--- src/inc/psr_pkg.sv ---
// Shared constants for the pressure sensor serial link and its host controller
package psr_pkg;
   // Instruction codes placed between start and stop bits (values arbitrary)
   localparam logic [3:0] OP_PRESSURE = 4'hA;
   localparam logic [3:0] OP_TEMPERATURE = 4'h9;
   localparam logic [3:0] OP_CAL_A = 4'h5;
   localparam logic [3:0] OP_CAL_B = 4'h6;
   localparam logic [3:0] OP_CAL_C = 4'h3;
   localparam logic [3:0] OP_CAL_D = 4'hC;
   // Framing of an instruction
   localparam logic [2:0] START_BITS = 3'h7;
   localparam logic [2:0] STOP_BITS = 3'h0;
   localparam int CMD_LEN = 10;
   // Resynchronising pattern, sent first bit = MSB (value arbitrary, holds no 111)
   localparam logic [20:0] RESET_PATTERN = 21'h0AAAAA;
   localparam int RESET_LEN = 21;
   // Clock counts of the readout and acknowledge phases
   localparam int READ_CLOCKS = 17;
   localparam int ACK_CLOCKS = 2;
   // Factory coefficient defaults (values arbitrary)
   localparam logic [12:0] COEFF_1_DEF = 13'h1A2B;
   localparam logic [12:0] COEFF_2_DEF = 13'h0C35;
   localparam logic [9:0] COEFF_3_DEF = 10'h2F1;
   localparam logic [8:0] COEFF_4_DEF = 9'h0E7;
   localparam logic [11:0] COEFF_5_DEF = 12'h9AB;
   localparam logic [6:0] COEFF_6_DEF = 7'h3C;
   // Timing: core clock, conversion clock, serial clock limit
   localparam int CORE_CLK_KHZ = 125000;
   localparam int CONV_CLK_HZ = 32768;
   localparam int CONV_TIME_MS = 35;
   localparam int BRIDGE_ON_MS = 2;
   localparam int SCLK_MAX_KHZ = 500;
   localparam int CONV_TICKS = CONV_TIME_MS * CONV_CLK_HZ / 1000;
   localparam int BRIDGE_TICKS = BRIDGE_ON_MS * CONV_CLK_HZ / 1000;
   localparam int SCLK_HALF_CYC = (CORE_CLK_KHZ + 2 * SCLK_MAX_KHZ - 1) / (2 * SCLK_MAX_KHZ);
   localparam int MCLK_HALF_CYC = CORE_CLK_KHZ * 1000 / (2 * CONV_CLK_HZ);
   // Host register map
   localparam logic [1:0] REG_CMD = 2'h0;
   localparam logic [1:0] REG_STATUS = 2'h1;
   localparam logic [1:0] REG_RESULT = 2'h2;
   localparam int STAT_BUSY_BIT = 0;
   localparam int STAT_DONE_BIT = 1;
   // Host operations written to the command register
   localparam logic [2:0] HOP_PRESSURE = 3'h0;
   localparam logic [2:0] HOP_TEMPERATURE = 3'h1;
   localparam logic [2:0] HOP_CAL_A = 3'h2;
   localparam logic [2:0] HOP_CAL_B = 3'h3;
   localparam logic [2:0] HOP_CAL_C = 3'h4;
   localparam logic [2:0] HOP_CAL_D = 3'h5;
   localparam logic [2:0] HOP_RESET = 3'h6;
endpackage

--- src/inc/psr_link_if.sv ---
// Three-wire serial link plus conversion clock between sensor and host
`timescale 1ns/1ps
interface psr_link_if;
   logic sclk;
   logic din;
   logic dout;
   logic mclk;
   modport sensor (input sclk, input din, input mclk, output dout);
   modport host (output sclk, output din, output mclk, input dout);
endinterface

--- src/design/psr_host.sv ---
// Host end: register port, serial clock and conversion clock dividers, transaction sequencer
`timescale 1ns/1ps
module psr_host #(
   parameter int SCLK_HALF = psr_pkg::SCLK_HALF_CYC,
   parameter int MCLK_HALF = psr_pkg::MCLK_HALF_CYC,
   parameter bit RESET_FIRST = 1'b1
) (
   // Clock and reset
   input wire logic core_clk_in,
   input wire logic reset_in,
   // Register port
   input wire logic [1:0] reg_addr_in,
   input wire logic [15:0] reg_wdata_in,
   input wire logic reg_write_in,
   input wire logic reg_read_in,
   output logic [15:0] reg_rdata_out,
   // Serial link
   psr_link_if.host link
);
   localparam logic [7:0] SCLK_LAST = 8'(SCLK_HALF - 1);
   localparam logic [11:0] MCLK_LAST = 12'(MCLK_HALF - 1);

   typedef enum logic [2:0] {
      H_IDLE,
      H_SEND,
      H_ACK,
      H_EOC,
      H_READ
   } psr_host_state_e;

   typedef struct packed {
      psr_host_state_e state;
      logic [2:0] op;
      logic pend_cmd;
      logic [20:0] shift;
      logic [4:0] bit_cnt;
      logic [7:0] half_cnt;
      logic hold;
      logic [11:0] mclk_cnt;
      logic sclk;
      logic din;
      logic mclk;
      logic [1:0] dout_sync;
      logic [15:0] rx;
      logic [15:0] result;
      logic done;
      logic [15:0] rdata;
   } psr_host_s;

   psr_host_s state_reg;
   psr_host_s state_next;

   // Instruction code for a host operation
   function automatic logic [3:0] op_code(input logic [2:0] op);
      case (op)
         psr_pkg::HOP_TEMPERATURE: op_code = psr_pkg::OP_TEMPERATURE;
         psr_pkg::HOP_CAL_A: op_code = psr_pkg::OP_CAL_A;
         psr_pkg::HOP_CAL_B: op_code = psr_pkg::OP_CAL_B;
         psr_pkg::HOP_CAL_C: op_code = psr_pkg::OP_CAL_C;
         psr_pkg::HOP_CAL_D: op_code = psr_pkg::OP_CAL_D;
         default: op_code = psr_pkg::OP_PRESSURE;
      endcase
   endfunction

   // Next-state logic
   always_comb
   begin
      logic dout_s;
      logic is_conv;
      logic [20:0] cmd_bits;
      logic falling;
      state_next = state_reg;
      state_next.rdata = 16'h0000;
      state_next.dout_sync = {state_reg.dout_sync[0], link.dout};
      dout_s = state_reg.dout_sync[1];
      is_conv = (state_reg.op == psr_pkg::HOP_PRESSURE) || (state_reg.op == psr_pkg::HOP_TEMPERATURE);
      cmd_bits = {psr_pkg::START_BITS, op_code(state_reg.op), psr_pkg::STOP_BITS, 11'h000};
      falling = 1'b0;

      // Free-running conversion clock
      state_next.mclk_cnt = state_reg.mclk_cnt + 12'h001;
      if (state_reg.mclk_cnt == MCLK_LAST)
      begin
         state_next.mclk_cnt = 12'h000;
         state_next.mclk = ~state_reg.mclk;
      end

      // Register reads; reading status clears done, a later set wins
      if (reg_read_in)
      begin
         case (reg_addr_in)
            psr_pkg::REG_CMD: state_next.rdata = {13'h0000, state_reg.op};
            psr_pkg::REG_STATUS:
            begin
               state_next.rdata[psr_pkg::STAT_BUSY_BIT] = (state_reg.state != H_IDLE);
               state_next.rdata[psr_pkg::STAT_DONE_BIT] = state_reg.done;
               state_next.done = 1'b0;
            end
            psr_pkg::REG_RESULT: state_next.rdata = state_reg.result;
            default: state_next.rdata = 16'h0000;
         endcase
      end

      // Serial clock divider runs while a transfer clocks; host moves on falling edges
      if (state_reg.state == H_SEND || state_reg.state == H_ACK || state_reg.state == H_READ)
      begin
         state_next.half_cnt = state_reg.half_cnt + 8'h01;
         if (state_reg.half_cnt == SCLK_LAST)
         begin
            state_next.half_cnt = 8'h00;
            state_next.hold = 1'b0;
            // A held half period passes with no edge
            if (!state_reg.hold)
            begin
               state_next.sclk = ~state_reg.sclk;
               falling = state_reg.sclk;
            end
         end
      end

      unique case (state_reg.state)
         H_IDLE:
         begin
            state_next.sclk = 1'b0;
            state_next.din = 1'b0;
            state_next.half_cnt = 8'h00;
            // New operation only when idle, so results are always drained first
            if (reg_write_in && reg_addr_in == psr_pkg::REG_CMD && reg_wdata_in[2:0] <= psr_pkg::HOP_RESET)
            begin
               state_next.op = reg_wdata_in[2:0];
               state_next.state = H_SEND;
               if (reg_wdata_in[2:0] == psr_pkg::HOP_RESET ||
                   (RESET_FIRST && reg_wdata_in[2:0] <= psr_pkg::HOP_TEMPERATURE))
               begin
                  state_next.shift = psr_pkg::RESET_PATTERN;
                  state_next.din = psr_pkg::RESET_PATTERN[20];
                  state_next.bit_cnt = 5'(psr_pkg::RESET_LEN);
                  state_next.pend_cmd = (reg_wdata_in[2:0] != psr_pkg::HOP_RESET);
               end
               else
               begin
                  state_next.shift = {psr_pkg::START_BITS, op_code(reg_wdata_in[2:0]), psr_pkg::STOP_BITS, 11'h000};
                  state_next.din = psr_pkg::START_BITS[2];
                  state_next.bit_cnt = 5'(psr_pkg::CMD_LEN);
                  state_next.pend_cmd = 1'b0;
               end
            end
         end
         H_SEND:
         begin
            if (falling)
            begin
               state_next.shift = {state_reg.shift[19:0], 1'b0};
               state_next.din = state_reg.shift[19];
               state_next.bit_cnt = state_reg.bit_cnt - 5'h01;
               if (state_reg.bit_cnt == 5'h01)
               begin
                  state_next.din = 1'b0;
                  if (state_reg.pend_cmd)
                  begin
                     state_next.pend_cmd = 1'b0;
                     state_next.shift = cmd_bits;
                     state_next.din = cmd_bits[20];
                     state_next.bit_cnt = 5'(psr_pkg::CMD_LEN);
                  end
                  else if (state_reg.op == psr_pkg::HOP_RESET)
                  begin
                     state_next.done = 1'b1;
                     state_next.state = H_IDLE;
                  end
                  else if (is_conv)
                  begin
                     state_next.state = H_ACK;
                     state_next.bit_cnt = dout_s ? 5'(psr_pkg::ACK_CLOCKS) : 5'h00;
                  end
                  else
                  begin
                     state_next.state = H_READ; // Calibration words
                     state_next.bit_cnt = 5'(psr_pkg::READ_CLOCKS);
                  end
               end
            end
         end
         H_ACK:
         begin
            // Wait for acknowledge, give two clocks, then hold low
            if (falling)
            begin
               if (state_reg.bit_cnt == 5'h00)
               begin
                  state_next.bit_cnt = dout_s ? 5'(psr_pkg::ACK_CLOCKS) : 5'h00;
               end
               else
               begin
                  state_next.bit_cnt = state_reg.bit_cnt - 5'h01;
                  if (state_reg.bit_cnt == 5'h01)
                     state_next.state = H_EOC;
               end
            end
         end
         H_EOC:
         begin
            // Falling data output ends the conversion
            state_next.half_cnt = 8'h00;
            if (!dout_s)
            begin
               state_next.state = H_READ;
               state_next.bit_cnt = 5'(psr_pkg::READ_CLOCKS);
            end
         end
         H_READ:
         begin
            // Seventeen clocks, first sixteen falling edges capture data
            if (falling)
            begin
               state_next.bit_cnt = state_reg.bit_cnt - 5'h01;
               // Pause the clock low mid-word; the sensor must keep its place
               if (state_reg.bit_cnt == 5'h09)
               begin
                  state_next.hold = 1'b1;
               end
               if (state_reg.bit_cnt == 5'h01)
               begin
                  state_next.result = state_reg.rx;
                  state_next.done = 1'b1;
                  state_next.state = H_IDLE;
               end
               else
               begin
                  state_next.rx = {state_reg.rx[14:0], dout_s};
               end
            end
         end
      endcase
   end

   // State register
   always_ff @(posedge core_clk_in)
   begin
      if (reset_in)
      begin
         state_reg <= '0;
         state_reg.state <= H_IDLE;
      end
      else
      begin
         state_reg <= state_next;
      end
   end

   // Outputs straight from flops
   assign link.sclk = state_reg.sclk;
   assign link.din = state_reg.din;
   assign link.mclk = state_reg.mclk;
   assign reg_rdata_out = state_reg.rdata;
endmodule // psr_host

--- src/flat_wrapper.sv ---
// flat-port wrapper written by rule: the top's interface ports become plain ports
module psr_host_flat 
#(
   parameter int SCLK_HALF = psr_pkg::SCLK_HALF_CYC,
   parameter int MCLK_HALF = psr_pkg::MCLK_HALF_CYC,
   parameter bit RESET_FIRST = 1'b1
)
  (core_clk_in, reset_in, reg_addr_in, reg_wdata_in, reg_write_in, reg_read_in, reg_rdata_out, link_sclk, link_din, link_mclk, link_dout);
  psr_link_if link_i ();
  input wire logic core_clk_in;
  input wire logic reset_in;
  input wire logic [1:0] reg_addr_in;
  input wire logic [15:0] reg_wdata_in;
  input wire logic reg_write_in;
  input wire logic reg_read_in;
  output logic [15:0] reg_rdata_out;
  output wire logic [$bits(link_i.sclk)-1:0] link_sclk;
  output wire logic [$bits(link_i.din)-1:0] link_din;
  output wire logic [$bits(link_i.mclk)-1:0] link_mclk;
  input wire logic [$bits(link_i.dout)-1:0] link_dout;
  assign link_sclk = link_i.sclk;
  assign link_din = link_i.din;
  assign link_mclk = link_i.mclk;
  assign link_i.dout = link_dout;
  psr_host #(.SCLK_HALF(SCLK_HALF), .MCLK_HALF(MCLK_HALF), .RESET_FIRST(RESET_FIRST)) u_core (.core_clk_in(core_clk_in), .reset_in(reset_in), .reg_addr_in(reg_addr_in), .reg_wdata_in(reg_wdata_in), .reg_write_in(reg_write_in), .reg_read_in(reg_read_in), .reg_rdata_out(reg_rdata_out), .link(link_i));
endmodule
--- config.mk ---
export PLATFORM = sky130hd
export DESIGN_NAME = psr_host_flat
export DESIGN_NICKNAME = d
export VERILOG_FILES = /design/src/inc/psr_pkg.sv /design/src/inc/psr_link_if.sv /design/src/design/psr_host.sv /design/src/flat_wrapper.sv
export SDC_FILE = /design/constraint.sdc
export NUM_CORES = 1
export LEC_CHECK = 0
export BUFFER_PORTS_ARGS = -buffer_cell sky130_fd_sc_hd__buf_2
export CORE_UTILIZATION = 50
export CTS_BUF_LIST = sky130_fd_sc_hd__clkbuf_16
export DETAILED_ROUTE_END_ITERATION = 16
export PLACE_DENSITY_LB_ADDON = 0.3
export SYNTH_ARGS = -nofsm -noshare
export SYNTH_HDL_FRONTEND = slang
export SYNTH_SLANG_ARGS = --single-unit
--- constraint.sdc ---
create_clock -name core_clk_in -period 2.6 [get_ports core_clk_in]
set_input_delay 0.39 -clock core_clk_in [delete_from_list [all_inputs] [get_ports core_clk_in]]
set_output_delay 0.39 -clock core_clk_in [all_outputs]
set_load 0.01 [all_outputs]
==> summary.txt <==
Worst hold path
  – Hold Path Stages: 2
  – Worst hold path endpoint: u_core.state_next[50]
  – Hold Path Class: input pin to register
  – Hold_sp: link_dout

Die
  – Core area: approximately 0.0094 mm2
  – Die area: 0.0102 mm2
  – Die X: between 100 and 150 um
  – Initial Util: 52.3%
  – Cell Rows: 35
  – Io pins: 42
  – Die Ht: 101 um

CTS
  – CTS root buffer: clkbuf_16
  – Post-CTS Hold Buffers: 0
  – TritonCTS Buffers: 9
  – Clk slew on worst S/H paths: 0.07 ns
  – Setup bufs post-CTS: 0
  – CTS Buffer Depth: 2
  – Clk sink count: 106
  – Worst-Skew Late Latency: around 0.35 ns
  – TritonCTS clock tree: done
  – Post_cts resized: 0
  – CTS H-tree lvls: 3

Logic synthesis
  – Synth top area cells: dfxtp_1 (43%), nand2_1 (6.7%), a21oi_1 (6.0%)
  – Seq/Total Area, Yosys: 43.3%
  – Syn nets: approximately 610
  – Most numerous cell in the Yosys netlist: dfxtp_1
  – Synth unique cells: 63
  – Commonest cells in the netlist: dfxtp_1 (106), nand2_1 (88), nor2_1 (63)
  – Post-synth top area share: around 43%
  – Avg Cell Area, Syn: about 8.4 um2
  – Cells after Synth: between 500 and 600
  – Area leader, netlist: dfxtp_1
  – EDFF count, synth: 0
  – Warnings from Yosys: 0
  – Ys flop type: dfxtp_1
  – Synth Cell Area: ~0.0049 mm2
  – Async S/R FF share, synth: 0%
  – Number of synthesized register bits: 106

Placement
  – DP HPWL: between 6000 and 7000 um
  – Placed insts: 703
  – Post-place instance area: approximately 0.0050 mm2
  – Number of port buffers: 28
  – GPL Wtd Cong: roughly 0.97

Drt
  – First drt pass iteration count: 5
  – Number of routed nets with antenna violations: 0
  – WL final: 9590 um
  – Wire per inst: ~13 um
  – DRC viols: 0
  – Initial drt markers: ~200
  – DR vias: a little under 4000
  – DR vias/cell: 5.37

Pwr
  – LEAKAGE: around 2.0 nW
  – Power consumption: between 3 and 4 mW
  – Clock Power Share: between 30% and 40%
  – VDD IR-drop max: between 0.0004 and 0.0005 V
  – Pwr dens: approximately 740 mW/mm2
  – Comb pwr share: 19.3%
  – Sw Pwr: 1.19 mW
  – P_int: around 2.8 mW
  – Flop pwr share: approximately 45%
  – Switching share of total power: between 30 and 40%

Cells and area
  – Antenna diode count: 0
  – Register Area: 0.00212 mm2
  – Layout cell share with drive strength beyond 1: ~14%
  – Nets@finish: about 600
  – Area of the multi-input gates: between 0.002 and 0.0025 mm2
  – Area growth syn-to-layout: 8.86%
  – Fill count: 880
  – Max reg flops: 86
  – Design area: approximately 0.0053 mm2
  – Final non-filler cell total: 719

STA
  – FMAX: around 440 MHz
  – Slew margin rel.: slightly below 40%
  – Tmin final: ~2.3 ns
  – Clock Skew: 0.00482 ns
  – RSZ-0062 raised after global routing: no
  – Final Hold Viols: 0
  – Final worst-path cycle share: about nine tenths
  – Pins Over Slew Limit: 0
  – Final TNS setup: 0 ns
  – Least-Margin Pin Slew: ~0.91 ns
  – Setup violations, final: 0
  – Hold WS: between 0.2 and 0.3 ns

Critical path
  – Max FO, Critical Path: 9
  – CP Capture Type: register
  – FF-to-FF path depth: 8
  – Reg2Reg Setup Slack: ~0.31 ns
  – Data required, critical path: approximately 2.8 ns
  – Critical R2R Launch: u_core.state_reg[76]
  – CP Data Arrival Time: 2.51 ns
  – Reg-to-reg endpoint: u_core.state_reg[96]
  – CP Launch Type: register
  – CP Class: register to register
  – CP startpoint: u_core.state_reg[76]

Global route
  – GRT Overall Usage: between 20% and 30%
  – Overflow after GRT: 0
  – Vias in the first global route: 3566
  – Pin count of the biggest net entering global routing: 57
  – First-pass GRT wire length: about 17000 um
  – Initial antenna violation count: 0

Run status
  – Status: completed

Job
  – Max-cap viol count: 0
[kinds of logic after synthesis]
family / synth area share, %
adders and majority gates: 1.79
AOI/OAI and AO/OA: 14.1
buffers and inverters: 7.30
xor gates and xnor gates: 4.11
and+or+nand+nor: 27.5
DFF: 43.3
muxes: 1.89
[worst max-delay path by stage]
stage | to | slack (ns) | cells after the start
6_report | u_core.state_reg[96] | 0.31 | 8
5_1_grt | u_core.state_reg[83] | 0.14 | 8
4_1_cts | u_core.state_reg[96] | 0.31 | 8
3_5_place_dp | u_core.state_reg[96] | 0.33 | 8
3_3_place_gp | u_core.state_reg[96] | 0.36 | 8
2_1_floorplan | u_core.state_reg[96] | 0.50 | 8
[placed cells by master, fill, tap and decap left out, types with 2 or more instances in the layout]
master	n
xnor2_1	8
and4_1	3
buf_4	18
or3_1	3
a2111oi_0	6
o211ai_1	4
nor3_4	2
buf_2	28
or4_1	3
o31ai_1	2
nor4_1	3
or3b_2	2
nand4_1	8
inv_1	10
nor3_1	19
nor2b_1	4
nand2_1	88
nand3_1	19
dfxtp_1	106
inv_6	3
xor2_1	15
mux2_2	2
mux2i_1	7
a31oi_1	2
nand3b_1	3
nor3b_1	6
o21a_1	4
o21ai_0	7
a21o_1	2
and2_1	14
clkbuf_16	9
a21oi_1	59
ha_1	7
nand2b_1	6
nor2_1	63
o2111ai_1	3
a211oi_1	8
and3_1	4
or2_2	3
[per-layer routing]
metal / vias up / part of all wire, % / routed length [um] / global-route usage (%)
li1: 1991 / - / - / -
met4: 0 / 1.6 / 157 / 6.91
met5: - / 0 / 0 / 0
met3: 10 / 4.8 / 463 / 5.20
met1: 1780 / 48 / 4590 / 27.0
met2: 82 / 46 / 4370 / 32.7
[power by group through the flow]
stage,Clock (mW),Sequential [mW],Combinational (mW)
after floorplan,0,1.77,0.619
after global placement,0,1.81,0.747
after detailed placement,0,1.82,0.755
after CTS,1.46,1.78,0.761
after global routing,1.53,1.79,0.851
final,1.43,1.78,0.765
[per-stage QoR]
| step | utilization (%) | setup WS, ns |
|---|---|---|
| floorplan | - | 0.504 |
| global placement | 53.5 | 0.365 |
| detailed placement | 53.5 | 0.330 |
| CTS | 56.9 | 0.312 |
| global route | 56.9 | 0.137 |
| finish | 56.9 | 0.309 |
[area by class of cell]
cell class,count,area share [%]
tap,129,3.03
timing repair buffer,46,5.16
clock inverter,7,1.74
inverter,10,0.704
multi-input combinational,412,45.4
sequential,106,39.8
clock buffer,9,4.22
[worst max-delay path: stages, from the launching register on]
cell and delay, ns:
dfxtp_1 0.31, inv_1 0.11, ha_1 0.20, or4b_1 0.44, buf_4 0.20, or4_1 0.53, o211ai_1 0.13, o311a_1 0.20
nor3_1 0.04
(Power assumes the default switching activity.)
